### src/ssp_pkg.sv
package ssp_pkg;
    // Register byte offsets on the AXI4-Lite bus.
    localparam logic [7:0] OFF_STATUS = 8'h94;
    localparam logic [7:0] OFF_CTRL = 8'h98;
    localparam logic [7:0] OFF_BUF = 8'h9C;
    localparam logic [7:0] OFF_IRQ_STS = 8'hA0;
    localparam logic [7:0] OFF_IRQ_MASK = 8'hA4;
    // Status register fields.
    localparam int ST_SMP = 7;
    localparam int ST_CKE = 6;
    localparam int ST_BF = 0;
    // Control register fields.
    localparam int CT_WCOL = 7;
    localparam int CT_OV = 6;
    localparam int CT_EN = 5;
    localparam int CT_CKP = 4;
    localparam logic [3:0] MODE_SLAVE_SS = 4'h4;
    localparam logic [3:0] MODE_SLAVE_NOSS = 4'h5;
    // Interrupt status and mask bits.
    localparam int IRQ_DONE = 0;
    localparam int IRQ_OV = 1;
    localparam int IRQ_WCOL = 2;
    // Reset values.
    localparam logic [1:0] CFG_RST = 2'h0;
    localparam logic [7:0] CTRL_RST = 8'h00;
    localparam logic [7:0] BUF_RST = 8'h00;
    localparam logic [2:0] MASK_RST = 3'h0;
    localparam logic [2:0] PIN_RST = 3'h4;
    // Master clock half period base in aclk cycles; last master tick and last bit index as counts.
    localparam logic [4:0] MST_HALF_BASE = 5'h02;
    localparam logic [4:0] MST_LAST_TICK = 5'h10;
    localparam logic [2:0] LAST_BIT = 3'h7;
    // AXI responses.
    localparam logic [1:0] RESP_OKAY = 2'h0;
    localparam logic [1:0] RESP_SLVERR = 2'h2;

    typedef enum logic [0:0] {MST_IDLE, MST_RUN} ssp_mst_e;
endpackage : ssp_pkg

### src/ssp_sync.sv
`timescale 1ns/100ps
module ssp_sync
    import ssp_pkg::*;
#(
    parameter int W = 3,
    parameter logic [W-1:0] RST = '0
)
(
    input wire logic aclk,
    input wire logic aresetn,
    input wire logic [W-1:0] din,
    output logic [W-1:0] dout
);
    // A change is only taken once the second and third stages agree.
    for (genvar i = 0; i < W; i++)
    begin : g_bit
        logic s1_q;
        logic s2_q;
        logic s3_q;
        logic out_q;
        always_ff @(posedge aclk)
        begin
            if (!aresetn)
            begin
                s1_q <= RST[i];
                s2_q <= RST[i];
                s3_q <= RST[i];
                out_q <= RST[i];
            end
            else
            begin
                s1_q <= din[i];
                s2_q <= s1_q;
                s3_q <= s2_q;
                if (s2_q == s3_q)
                    out_q <= s3_q;
            end
        end
        assign dout[i] = out_q;
    end
endmodule : ssp_sync

### src/ssp_spi_core.sv
// Chosen here: the AXI4-Lite slave port.
`timescale 1ns/100ps
module ssp_spi_core
    import ssp_pkg::*;
(
    input wire logic aclk,
    input wire logic aresetn,
    input wire logic [7:0] s_axi_awaddr,
    input wire logic s_axi_awvalid,
    output logic s_axi_awready,
    input wire logic [31:0] s_axi_wdata,
    input wire logic [3:0] s_axi_wstrb,
    input wire logic s_axi_wvalid,
    output logic s_axi_wready,
    output logic [1:0] s_axi_bresp,
    output logic s_axi_bvalid,
    input wire logic s_axi_bready,
    input wire logic [7:0] s_axi_araddr,
    input wire logic s_axi_arvalid,
    output logic s_axi_arready,
    output logic [31:0] s_axi_rdata,
    output logic [1:0] s_axi_rresp,
    output logic s_axi_rvalid,
    input wire logic s_axi_rready,
    output logic irq,
    input wire logic sck_i,
    output logic sck_o,
    output logic sck_oe,
    input wire logic sdi_i,
    output logic sdo_o,
    output logic sdo_oe,
    input wire logic ss_n_i
);
    logic [1:0] cfg_q;
    logic bf_q;
    logic [7:0] ctrl_q;
    logic [7:0] buf_q;
    logic [7:0] shreg_q;
    logic [2:0] sts_q;
    logic [2:0] mask_q;
    logic sdo_q;
    logic [2:0] bit_cnt_q;
    ssp_mst_e mst_q;
    logic [4:0] tick_q;
    logic [4:0] div_q;
    logic sck_q;
    logic pend_q;
    logic sck_prev_q;
    logic bvalid_q;
    logic [1:0] bresp_q;
    logic rvalid_q;
    logic [1:0] rresp_q;
    logic [31:0] rdata_q;
    logic sck_s;
    logic sdi_s;
    logic ss_n_s;

    ssp_sync #(.W(3), .RST(PIN_RST)) u_sync (
        .aclk(aclk),
        .aresetn(aresetn),
        .din({ss_n_i, sdi_i, sck_i}),
        .dout({ss_n_s, sdi_s, sck_s})
    );

    // Configuration decode.
    wire en = ctrl_q[CT_EN];
    wire clock_idle_polarity = ctrl_q[CT_CKP];
    wire [3:0] mode = ctrl_q[3:0];
    wire cke = cfg_q[0];
    wire sample_point_select = cfg_q[1];
    wire slave_mode = (mode == MODE_SLAVE_SS) || (mode == MODE_SLAVE_NOSS);
    wire use_ss = (mode == MODE_SLAVE_SS);
    wire master = en & ~slave_mode;
    wire s_act = en & slave_mode & (~use_ss | ~ss_n_s);
    wire [4:0] half_len = 5'(MST_HALF_BASE << mode[1:0]);

    // Bus decode. Address and data are taken together, so either order works.
    wire wr_go = s_axi_awvalid & s_axi_wvalid & ~bvalid_q;
    wire wr_lane = wr_go & s_axi_wstrb[0];
    wire wsel_status = wr_lane & (s_axi_awaddr == OFF_STATUS);
    wire wsel_ctrl = wr_lane & (s_axi_awaddr == OFF_CTRL);
    wire wsel_buf = wr_lane & (s_axi_awaddr == OFF_BUF);
    wire wsel_sts = wr_lane & (s_axi_awaddr == OFF_IRQ_STS);
    wire wsel_mask = wr_lane & (s_axi_awaddr == OFF_IRQ_MASK);
    wire wr_hit = (s_axi_awaddr == OFF_STATUS) || (s_axi_awaddr == OFF_CTRL)
        || (s_axi_awaddr == OFF_BUF) || (s_axi_awaddr == OFF_IRQ_STS)
        || (s_axi_awaddr == OFF_IRQ_MASK);
    wire rd_go = s_axi_arvalid & ~rvalid_q;
    wire rd_buf = rd_go & (s_axi_araddr == OFF_BUF);
    wire [7:0] wbyte = s_axi_wdata[7:0];

    // Master clock engine.
    wire running = (mst_q == MST_RUN);
    wire tick = running & (div_q == 5'h00);
    wire toggle = tick & (tick_q != MST_LAST_TICK);
    wire m_lead = toggle & ~tick_q[0];
    wire m_trail = toggle & tick_q[0];

    // Slave clock edges come from the filtered pin.
    wire s_edge = s_act & (sck_s != sck_prev_q);
    wire s_lead = s_edge & (sck_s != clock_idle_polarity);
    wire s_trail = s_edge & (sck_s == clock_idle_polarity);

    wire lead = master ? m_lead : s_lead;
    wire trail = master ? m_trail : s_trail;
    wire sample_edge = cke ? lead : trail;
    wire shift_edge = cke ? trail : lead;
    // Late sampling lands one half period later, at the end of the bit time.
    wire do_sample = (master & sample_point_select) ? (tick & pend_q) : sample_edge;
    wire done = do_sample & (bit_cnt_q == LAST_BIT);
    wire [7:0] shreg_next = {shreg_q[6:0], sdi_s};
    // Late sampling lands on the shift edge, so send the bit that the sample uncovers.
    wire next_out = do_sample ? shreg_q[6] : shreg_q[7];

    wire busy = running | (bit_cnt_q != 3'h0);
    wire collide = wsel_buf & busy;
    wire load = wsel_buf & ~busy;
    // A read in the same cycle frees the buffer, so the new word still lands.
    wire accept = done & (~bf_q | rd_buf);
    wire ovf = done & bf_q & ~rd_buf;
    wire [2:0] sts_set = {collide, ovf, done};

    assign s_axi_awready = wr_go;
    assign s_axi_wready = wr_go;
    assign s_axi_bvalid = bvalid_q;
    assign s_axi_bresp = bresp_q;
    assign s_axi_arready = rd_go;
    assign s_axi_rvalid = rvalid_q;
    assign s_axi_rresp = rresp_q;
    assign s_axi_rdata = rdata_q;
    assign sck_o = sck_q;
    assign sck_oe = master;
    assign sdo_o = sdo_q;
    assign sdo_oe = master | s_act;
    assign irq = |(sts_q & mask_q);

    wire [7:0] status_rd = {cfg_q, 5'h00, bf_q};
    wire rd_hit = (s_axi_araddr == OFF_STATUS) || (s_axi_araddr == OFF_CTRL)
        || (s_axi_araddr == OFF_BUF) || (s_axi_araddr == OFF_IRQ_STS)
        || (s_axi_araddr == OFF_IRQ_MASK);
    wire [7:0] rd_mux =
        (s_axi_araddr == OFF_STATUS) ? status_rd :
        (s_axi_araddr == OFF_CTRL) ? ctrl_q :
        (s_axi_araddr == OFF_BUF) ? buf_q :
        (s_axi_araddr == OFF_IRQ_STS) ? {5'h00, sts_q} :
        (s_axi_araddr == OFF_IRQ_MASK) ? {5'h00, mask_q} : 8'h00;

    always_ff @(posedge aclk)
    begin
        if (!aresetn)
        begin
            bvalid_q <= 1'b0;
            bresp_q <= RESP_OKAY;
            rvalid_q <= 1'b0;
            rresp_q <= RESP_OKAY;
            rdata_q <= 32'h00000000;
        end
        else
        begin
            if (wr_go)
            begin
                bvalid_q <= 1'b1;
                bresp_q <= wr_hit ? RESP_OKAY : RESP_SLVERR;
            end
            else if (s_axi_bready)
                bvalid_q <= 1'b0;
            if (rd_go)
            begin
                rvalid_q <= 1'b1;
                rresp_q <= rd_hit ? RESP_OKAY : RESP_SLVERR;
                rdata_q <= {24'h000000, rd_mux};
            end
            else if (s_axi_rready)
                rvalid_q <= 1'b0;
        end
    end

    // Registers seen by software. Hardware sets win over software clears.
    always_ff @(posedge aclk)
    begin
        if (!aresetn)
        begin
            cfg_q <= CFG_RST;
            ctrl_q <= CTRL_RST;
            sts_q <= 3'h0;
            mask_q <= MASK_RST;
        end
        else
        begin
            if (wsel_status)
                cfg_q <= wbyte[ST_SMP:ST_CKE];
            if (wsel_ctrl)
                ctrl_q <= wbyte | {collide, ovf, 6'h00};
            else
                ctrl_q <= ctrl_q | {collide, ovf, 6'h00};
            sts_q <= (sts_q & ~(wsel_sts ? wbyte[2:0] : 3'h0)) | sts_set;
            if (wsel_mask)
                mask_q <= wbyte[2:0];
        end
    end

    always_ff @(posedge aclk)
    begin
        if (!aresetn)
        begin
            bf_q <= 1'b0;
            buf_q <= BUF_RST;
        end
        else
        begin
            bf_q <= accept | (bf_q & ~rd_buf);
            if (load)
                buf_q <= wbyte;
            else if (accept)
                buf_q <= shreg_next;
        end
    end

    // Shift register and data out.
    always_ff @(posedge aclk)
    begin
        if (!aresetn)
        begin
            shreg_q <= 8'h00;
            sdo_q <= 1'b0;
            bit_cnt_q <= 3'h0;
            sck_prev_q <= 1'b0;
        end
        else
        begin
            sck_prev_q <= sck_s;
            if (load)
            begin
                shreg_q <= wbyte;
                if (cke)
                    sdo_q <= wbyte[7];
            end
            else
            begin
                if (do_sample)
                    shreg_q <= shreg_next;
                if (shift_edge)
                    sdo_q <= next_out;
            end
            if (!en || (slave_mode && use_ss && ss_n_s))
                bit_cnt_q <= 3'h0;
            else if (do_sample)
                bit_cnt_q <= bit_cnt_q + 3'h1;
        end
    end

    // Master clock generator: sixteen toggles plus one closing half period.
    always_ff @(posedge aclk)
    begin
        if (!aresetn)
        begin
            mst_q <= MST_IDLE;
            tick_q <= 5'h00;
            div_q <= 5'h00;
            sck_q <= 1'b0;
            pend_q <= 1'b0;
        end
        else
        begin
            case (mst_q)
                MST_IDLE:
                begin
                    sck_q <= clock_idle_polarity;
                    pend_q <= 1'b0;
                    if (load && master)
                    begin
                        mst_q <= MST_RUN;
                        tick_q <= 5'h00;
                        div_q <= half_len - 5'h01;
                    end
                end
                MST_RUN:
                begin
                    if (!master)
                        mst_q <= MST_IDLE;
                    else if (tick)
                    begin
                        div_q <= half_len - 5'h01;
                        pend_q <= sample_edge & sample_point_select;
                        if (tick_q == MST_LAST_TICK)
                            mst_q <= MST_IDLE;
                        else
                        begin
                            sck_q <= ~sck_q;
                            tick_q <= tick_q + 5'h01;
                        end
                    end
                    else
                        div_q <= div_q - 5'h01;
                end
                default:
                    mst_q <= MST_IDLE;
            endcase
        end
    end
endmodule : ssp_spi_core

### config.mk
export PLATFORM = sky130hd
export DESIGN_NAME = ssp_spi_core
export DESIGN_NICKNAME = d
export VERILOG_FILES = /design/src/ssp_pkg.sv /design/src/ssp_sync.sv /design/src/ssp_spi_core.sv
export SDC_FILE = /design/constraint.sdc
export NUM_CORES = 1
export LEC_CHECK = 0
export ABC_AREA = 1
export ABC_CLOCK_PERIOD_IN_PS = 3100
export BUFFER_PORTS_ARGS = -buffer_cell sky130_fd_sc_hd__buf_2
export CAP_MARGIN = 20
export CORE_MARGIN = 4
export CORE_UTILIZATION = 50
export DETAILED_ROUTE_END_ITERATION = 10
export PLACE_DENSITY_LB_ADDON = 0.05
export SETUP_SLACK_MARGIN = 0.2
export SYNTH_ARGS = -nofsm -noshare
export SYNTH_HDL_FRONTEND = slang
export SYNTH_HIERARCHICAL = 1
export SYNTH_SLANG_ARGS = --single-unit
export TNS_END_PERCENT = 100
### constraint.sdc
create_clock -name aclk -period 3.1 [get_ports aclk]
set_input_delay 0.155 -clock aclk [delete_from_list [all_inputs] [get_ports aclk]]
set_output_delay 0.155 -clock aclk [all_outputs]
set_load 0.01 [all_outputs]
==> results of run 1 <==
-- routing by layer --
layer / global-route usage (%) / up-vias
li1: - / 1816
met1: 26.3 / 1586
met2: 33.2 / 81
met3: 4.69 / 2
met4: 5.33 / 0
met5: 0 / -
-- worst max-delay path: cells and delay by family (launching register included) --
family,cells,cell delay [ps]
simple gates,9,1030
flops,1,390
compound gates,1,220
buf+inv,3,180
fa+ha+maj,1,200
-- through the flow --
stage	setup slack, ps	total power (uW)	hold WS (ps)	cells	area [um2]
after floorplan	1260	1090	240	572	3990
after global placement	986	1110	331	683	4100
after global routing	683	2080	61.2	703	4380
after CTS	890	2020	27.8	702	4370
final	954	2000	48.4	703	4380
after detailed placement	928	1110	330	683	4100
-- cell type report --
| class | instances | area [um2] |
|---|---|---|
| fillers | 735 | 3030 |
| repair buffers | 60 | 330 |
| well taps | 99 | 124 |
| flip-flops and latches | 75 | 1500 |
| clock inverters | 4 | 97.6 |
| inverters | 77 | 289 |
| clock buffers | 12 | 145 |
| multi-input cells | 376 | 1900 |
-- power groups by stage --
stage	sequential (uW)	combinational, uW	clock [uW]
finish	977	113	909
global route	978	130	966
CTS	977	112	935
detailed placement	1000	108	0
global placement	999	107	0
floorplan	1000	88.6	0
-- cells by family after synthesis --
logic type               share of synthesized area (%)
AND/OR/NAND/NOR                                   27.1
other                                           0.0963
AO/OA/AOI/OAI                                     15.9
adder cells (fa/ha/maj)                           2.25
XOR/XNOR                                         0.900
buffers and inverters                             15.2
flip-flops                                        38.5
-- registers in the layout (all words and copies together), names as in the netlist, 5 cells and up --
register / count
ctrl_q: 8
buf_q: 8
tick_q: 5
s_axi_rdata: 8
shreg_q: 8
div_q: 5
-- placed cells by master, fill, tap and decap left out, types with 2 or more instances in the layout --
master and n:
ha_1 7, a21oi_1 58, nor2_2 8, nand2_2 2, a211oi_1 3, clkbuf_1 2, nand3_2 9, buf_4 2
and3_1 3, dfxtp_1 75, nand3_1 26, clkbuf_8 10, nand4_1 4, inv_2 4, a31oi_1 4, bufinv_16 3
nor3_1 7, o21ai_0 34, nand2_1 120, o21ai_2 3, buf_2 54, conb_1 26, o211ai_1 4, xor2_1 3
inv_1 72, o22ai_1 2, nor2_1 36, nor4_1 4, dlygate4sd3_1 3, nor2_4 2
-- how the worst max path moves through the flow --
| stage | startpoint | to | slack [ps] | depth (start not counted) |
|---|---|---|---|---|
| after detailed placement | tick_q[0] | shreg_q[1] | 930 | 14 |
| final | tick_q[0] | buf_q[5] | 950 | 14 |
| after global placement | tick_q[0] | shreg_q[0] | 990 | 14 |
| after floorplan | tick_q[0] | buf_q[6] | 1260 | 15 |
| after global routing | tick_q[0] | shreg_q[1] | 680 | 14 |
| after CTS | tick_q[0] | shreg_q[1] | 890 | 14 |
-- what timing repair did --
item / in CTS / in global routing
gates resized for setup: 0 / 0
endpoints found under the hold margin: 3 / 0
hold buffers: 3 / 0
setup buffers: 0 / 0
==> flow_summary_export.csv, run 1 <==
group,metric,value,unit
pwr,internal-power,1570,uW
critical_path,reg2reg_from,"tick_q[0]",
grt,grt_use_total,20.1,%
timing,maxSlewViolCount,0,
pwr,switching_share,21.6,%
timing,setup_viol,0,
worst_hold_path,worstHoldStart,"s_axi_rready",
critical_path,worst_ep_required_time,3340,ps
logic_synthesis,synth_top_area_share,38.5,%
floorplanning,die_area,0.00927,mm2
grt,antenna_found_initial,0,
critical_path,reg2reg_depth,14,
floorplanning,core_area,0.00741,mm2
logic_synthesis,synth.most_common_cell,"nand2_1",
logic_synthesis,ys_types,40,
pwr,clkPwrFrac,45.5,%
critical_path,critPathMaxStageDelay,390,ps
timing,hold_viol_final,0,
logic_synthesis,ys.flop_type,"dfxtp_1",
logic_synthesis,synth_seq_cells,75,
timing,grt_setup_unrepaired,"no",
logic_synthesis,syn_area,0.00389,mm2
placement,place_hpwl,6630,um
detailed_routing,route.detailed.drc,0,
detailed_routing,drt_iter0_markers,139,
pwr,pwr_density_cell,456,mW/mm2
grt,grt_pass1_vias,3155,
logic_synthesis,ys_async_sr_fraction,0,%
critical_path,start_kind,"flop",
logic_synthesis,yosysTopAreaCell,"dfxtp_1",
timing,max_freq,466,MHz
clock_tree,clk_pin_slew,80,ps
detailed_routing,vias,3485,
timing,relSlewSlack,48.3,%
placement,io_buffers,54,
timing,tightest_slew,768,ps
grt,grt_pass1_wl,14400,um
critical_path,ff2ff_setup_slack,950,ps
timing,post-route-min-period,2150,ps
worst_hold_path,min_path_cells,4,
logic_synthesis,synth_edf_count,0,
logic_synthesis,synthTopCellsByArea,"dfxtp_1 39%, nand2_1 12%, a21oi_1 7.5%",
worst_hold_path,min-delay-path-class,"input port to flop",
detailed_routing,met2_length,4190,um
detailed_routing,drt-met1-wl,3970,um
floorplanning,pin_count,108,
floorplanning,rows,31,
pwr,pwr-share-comb,5.7,%
placement,globalplace.congestion,0.788,
detailed_routing,met3_length,562,um
grt,grt_start_max_net_pins,41,
detailed_routing,ant_nets,0,
worst_hold_path,holdPathEnd,"s_axi_rvalid",
critical_path,critPathKind,"flop to flop",
pwr,ir_drop,302,uV
floorplanning,start_util,52.6,%
critical_path,worst_ep_arrival_time,2380,ps
logic_synthesis,synth-warning-count,6,
critical_path,critPathMaxFanout,16,
logic_synthesis,yosysSeqAreaShare,38.5,%
pwr,p_sw,432,uW
critical_path,end_kind,"flop",
cells_and_area,area_growth,12.5,%
floorplanning,die_x,96.3,um
clock_tree,cts_made_buffers,9,
timing,fin_tns_setup,0,ps
floorplanning,chipHeight,96.3,um
detailed_routing,viasPerCell,4.96,
clock_tree,cts_root_buf,"clkbuf_8",
clock_tree,clockBufferDepth,2,
critical_path,slowest_stage,"dfxtp_1",
clock_tree,insertion_delay,350,ps
cells_and_area,final_nets,668,
logic_synthesis,syn_area_per_cell,7.12,um2
flow_run,maxCapViolCount,0,
clock_tree,h-tree-depth,3,
logic_synthesis,synthesis.instances,547,
clock_tree,clock_sinks,75,
detailed_routing,drt_pass1_iterations,4,
critical_path,cp_common_cell,"inv_1",
logic_synthesis,yosys-top-cells-count,"120 x nand2_1, 75 x dfxtp_1, 72 x inv_1",
cells_and_area,fin_util,59.2,%
critical_path,reg2reg_to,"buf_q[5]",
pwr,seq_power_share,48.9,%
detailed_routing,wl,8760,um
pwr,p_leak,0.00206,uW
detailed_routing,routedWlPerCell,12.5,um
clock_tree,cts_tree,"yes",
timing,fin_crit_sh,69.2,%
cells_and_area,diodes,0,
cells_and_area,drive_gt1_share,17.2,%
detailed_routing,top_layer,"met4",
status,status,"completed",
critical_path,path_cells,"inv_1, ha_1, nand2_1, inv_1, nand2_1, inv_1, nor2_2, nand3_1, nand3_2, nand3_2, nand2_4, nand3_4, a21oi_1, nor2_1",
grt,overflow,0,
timing,skew,11.5,ps
(Power assumes the default switching activity.)
==> run 2: changes to the inputs <==
- ABC_CLOCK_PERIOD_IN_PS: 3100 -> 2000
- clock period: 3.1 -> 2 ns (I/O delays scaled with it)
==> flow_summary_export.csv, run 2 (synthesis gave the netlist of run 1 again) <==
group,metric,value,unit
clock_tree,cts_root_buf,"clkbuf_8",
clock_tree,h-tree-depth,3,
grt,overflow,0,
critical_path,critPathMaxFanout,5,
grt,grt_start_max_net_pins,41,
grt,antenna_found_initial,0,
critical_path,end_kind,"flop",
clock_tree,cts_made_buffers,9,
timing,grt_setup_unrepaired,"yes",
worst_hold_path,min-delay-path-class,"input port to flop",
flow_run,maxCapViolCount,0,
critical_path,critPathKind,"flop to flop",
cells_and_area,final_common_cell,"nand2_1",
critical_path,path_cells,"inv_2, ha_4, nand3_4, nor2_4, nand3_2, nand3_2, nand3_4, nand2_8, nand2_2, or2_1, a21oi_2",
floorplanning,chipHeight,96.3,um
clock_tree,cts_tree,"yes",
timing,hold_ws,54.9,ps
timing,setup_viol,0,
pwr,p_leak,0.00228,uW
detailed_routing,drt_iter0_markers,148,
detailed_routing,route.detailed.drc,0,
timing,max_freq,561,MHz
timing,maxSlewViolCount,0,
timing,relSlewSlack,62.9,%
critical_path,worst_ep_required_time,2290,ps
timing,fin_crit_sh,89.1,%
floorplanning,die_x,96.3,um
critical_path,reg2reg_depth,11,
timing,skew,11.2,ps
detailed_routing,drt_pass1_iterations,5,
grt,grt_pass1_wl,15400,um
detailed_routing,routedWlPerCell,13.4,um
clock_tree,clockBufferDepth,2,
cells_and_area,fill_cells,660,
cells_and_area,diodes,0,
cells_and_area,final_cells,738,
timing,post-route-min-period,1780,ps
critical_path,critPathMaxStageDelay,330,ps
critical_path,reg2reg_from,"div_q[1]",
placement,placed_cell_area,0.00424,mm2
critical_path,start_kind,"flop",
floorplanning,pin_count,108,
clock_tree,clock_sinks,75,
worst_hold_path,holdPathEnd,"ctrl_q[5]",
cells_and_area,drive_gt1_share,28.5,%
status,status,"completed",
floorplanning,core_area,0.00741,mm2
critical_path,slowest_stage,"dfxtp_1",
timing,hold_viol_final,0,
placement,place_hpwl,6940,um
detailed_routing,wl,9920,um
critical_path,reg2reg_to,"sts_q[1]",
placement,dp.cells,696,
cells_and_area,stdcell_area,0.00487,mm2
pwr,ir_drop,398,uV
grt,grt_use_total,21.5,%
timing,fin_tns_setup,0,ps
worst_hold_path,worstHoldStart,"s_axi_wdata[5]",
cells_and_area,final_nets,703,
placement,globalplace.congestion,0.841,
cells_and_area,area_growth,25.1,%
cells_and_area,final_cell_mix,"115 x nand2_1, 70 x dfxtp_1, 62 x inv_1",
critical_path,crit_family,"simple AND/OR/NAND/NOR gates",
placement,io_buffers,54,
floorplanning,die_area,0.00927,mm2
floorplanning,start_util,52.6,%
timing,tightest_slew,555,ps
worst_hold_path,min_path_cells,3,
grt,grt_pass1_vias,3335,
critical_path,ff2ff_setup_slack,220,ps
critical_path,path_buf_inv,1,
clock_tree,insertion_delay,360,ps
pwr,p_total,3050,uW
pwr,pwr_density_cell,626,mW/mm2
detailed_routing,ant_nets,0,
detailed_routing,viasPerCell,5.00,
clock_tree,clk_pin_slew,90,ps
detailed_routing,vias,3691,
floorplanning,rows,31,
critical_path,worst_ep_arrival_time,2070,ps
run 2: worst max path at each step:
stage	start	end	cells after the start
global placement	tick_q[1]	shreg_q[2]	14
floorplan	tick_q[0]	buf_q[6]	15
CTS	tick_q[1]	buf_q[3]	15
global route	tick_q[1]	buf_q[3]	15
finish	div_q[1]	sts_q[1]	11
detailed placement	tick_q[1]	shreg_q[6]	14
run 2: routing by layer:
| metal | routed length [um] | share of wire (%) | GRT usage (%) | vias to the layer above |
|---|---|---|---|---|
| met3 | 592 | 6.0 | 5.00 | 20 |
| met5 | 0 | 0 | 0 | - |
| met1 | 4210 | 42 | 27.2 | 1683 |
| li1 | - | - | - | 1896 |
| met4 | 248 | 2.5 | 8.65 | 0 |
| met2 | 4870 | 49 | 35.0 | 92 |
run 2: final cells by class:
class                      count  area (um2)  share of cell area, %
clock buffer                  12         155                   3.18
clock inverter                 4        72.6                   1.49
inverter                      77         299                   6.14
multi-input combinational    377        2090                   43.0
sequential                    75        1510                   30.9
tap                           99         124                   2.54
timing repair buffer          94         621                   12.7
run 2: tightest hold or removal path, cell delays in order:
cell     delay, ps
buf_2          100
o21ai_0         80
a21oi_1        100
run 2: metrics by stage:
| step | util (%) | setup WS (ps) |
|---|---|---|
| detailed placement | 57.2 | -10.5 |
| floorplan | - | 202 |
| finish | 65.8 | 217 |
| global route | 65.8 | 82.4 |
| CTS | 62.7 | 195 |
| global placement | 57.2 | 23.6 |
run 2: timing repair:
item	CTS	global route
hold buffers	5	0
pin swaps	9	19
buffers inserted	10	9
setup endpoints to repair	22	33
gates resized for setup	15	42
endpoints found under the hold margin	5	0
gates cloned	1	1
run 2: report_power, final:
part | total (uW) | internal [uW] | switching (uW)
clock network | 1350 | 770 | 581
registers | 1510 | 1510 | 8.40
logic | 186 | 65.6 | 120
total | 3050 | 2340 | 709
==> run 3: changes to the inputs <==
- ABC_CLOCK_PERIOD_IN_PS: 2000 -> not set
- CORE_MARGIN: 4 -> 1
==> flow_summary_export.csv, run 3 (synthesis gave the netlist of run 1 again) <==
group,metric,value,unit
status,status,"completed",
timing,fin_crit_sh,90.7,%
clock_tree,h-tree-depth,3,
pwr,seq_power_share,49.8,%
grt,grt_start_max_net_pins,42,
clock_tree,cts_root_buf,"clkbuf_8",
critical_path,worst_ep_required_time,2260,ps
critical_path,critPathKind,"flop to flop",
floorplanning,start_util,52.6,%
clock_tree,cts_tree,"yes",
pwr,pwr-share-comb,6.0,%
pwr,ir_drop,415,uV
timing,setup_viol,0,
critical_path,critPathMaxFanout,8,
grt,overflow,0,
detailed_routing,route.detailed.drc,0,
timing,max_freq,551,MHz
timing,setup_slack,185,ps
detailed_routing,vias,3654,
timing,hold_ws,39.3,ps
grt,antenna_found_initial,0,
cells_and_area,fill_cells,654,
cells_and_area,final_cell_mix,"117 x nand2_1, 72 x dfxtp_1, 64 x inv_1",
timing,maxSlewViolCount,0,
placement,globalplace.congestion,0.826,
clock_tree,clk_pin_slew,80,ps
clock_tree,insertion_delay,360,ps
timing,relSlewSlack,61.9,%
placement,dp_slack,-9.09,ps
cells_and_area,regArea,0.00151,mm2
detailed_routing,viasPerCell,4.96,
timing,hold_viol_final,0,
timing,grt_setup_unrepaired,"yes",
detailed_routing,drt_iter0_markers,227,
detailed_routing,ant_nets,0,
cells_and_area,diodes,0,
clock_tree,cts_made_buffers,9,
cells_and_area,stdcell_area,0.00481,mm2
pwr,clkPwrFrac,44.1,%
pwr,internal-power,2340,uW
cells_and_area,area_growth,23.5,%
placement,placed_cell_area,0.00424,mm2
flow_run,maxCapViolCount,0,
pwr,switching_share,23.0,%
floorplanning,core_area,0.00741,mm2
timing,skew,11.0,ps
detailed_routing,routedWlPerCell,12.9,um
cells_and_area,final_nets,701,
floorplanning,die_x,90.3,um
grt,grt_use_total,23.6,%
placement,place_hpwl,6690,um
timing,post-route-min-period,1810,ps
pwr,p_leak,0.00226,uW
worst_hold_path,min-delay-path-class,"input port to flop",
grt,grt_pass1_wl,15400,um
clock_tree,clockBufferDepth,2,
timing,tightest_slew,571,ps
placement,io_buffers,54,
critical_path,worst_ep_arrival_time,2070,ps
critical_path,end_kind,"flop",
floorplanning,chipHeight,90.3,um
pwr,p_sw,699,uW
critical_path,start_kind,"flop",
cells_and_area,final_cells,736,
placement,dp.cells,695,
floorplanning,die_area,0.00815,mm2
cells_and_area,multi_input_area,0.00206,mm2
pwr,pwr_density_cell,632,mW/mm2
cells_and_area,drive_gt1_share,26.4,%
clock_tree,clock_sinks,75,
floorplanning,rows,31,
detailed_routing,wl,9490,um
cells_and_area,final_common_cell,"nand2_1",
floorplanning,pin_count,108,
grt,grt_pass1_vias,3342,
detailed_routing,drt_pass1_iterations,4,
run 3: changes by cell type in the layout (fill, tap and decap cells not counted), moves of 3 or more:
cell	change
nor2_1	+3
o21ai_1	-4
o21ai_0	+4
nand3_2	-3
nand2_2	-3
run 3: area by class of cell:
type	count	share of cell area [%]
repair buffers	92	12.4
clock inverters	4	1.51
flip-flops and latches	75	31.3
clock buffers	12	3.22
well taps	99	2.57
inverters	77	6.09
multi-input cells	377	42.9
run 3: power by group through the flow:
stage	registers (uW)	clock network (uW)	logic, uW
2_1_floorplan	1550	0	137
3_3_place_gp	1550	0	169
3_5_place_dp	1550	0	172
4_1_cts	1510	1350	180
5_1_grt	1520	1410	206
6_report	1510	1340	184
run 3: final timing paths:
kind	slack [ps]	start	end	cells past startpoint
worst min register to register	410	u_sync/g_bit[2].s1_q	u_sync/g_bit[2].s2_q	2
worst max-delay path	190	tick_q[1]	buf_q[5]	14
worst min-delay path	40	s_axi_wdata[7]	cfg_q[1]	3
worst max register to register	190	tick_q[1]	buf_q[5]	14
run 3: timing repair:
| action | CTS | global route |
|---|---|---|
| gates resized for setup | 19 | 14 |
| hold endpoints to repair | 5 | 0 |
| setup endpoints to repair | 23 | 32 |
| setup buffers | 13 | 5 |
| hold buffers | 5 | 0 |
| pin swaps | 10 | 10 |
| gates cloned | 1 | 1 |
run 3: worst max-delay path, stage by stage, from the launching register on:
cell and delay (ps):
dfxtp_2 340, inv_2 50, ha_4 140, nand2_2 60, inv_2 30, nand2_2 60, inv_2 50, nor2_4 100
nand3_2 130, nand3_4 100, nand3_4 130, nand2_8 140, nand3_4 150, a21oi_2 180, nor2_1 60
run 3: stage by stage:
stage	TNS, ps	utilization (%)	total power, uW
6_report	0	64.9	3040
5_1_grt	0	64.9	3130
4_1_cts	0	63.4	3050
3_5_place_dp	-9.09	57.3	1720
3_3_place_gp	0	57.3	1720
2_1_floorplan	0	-	1690
run 3: layer usage:
metal	up-vias	wire, um	global-route usage (%)
met2	81	4590	38.9
met4	0	106	6.05
met3	12	366	5.56
met5	-	0	0
li1	1893	-	-
met1	1668	4420	31.1
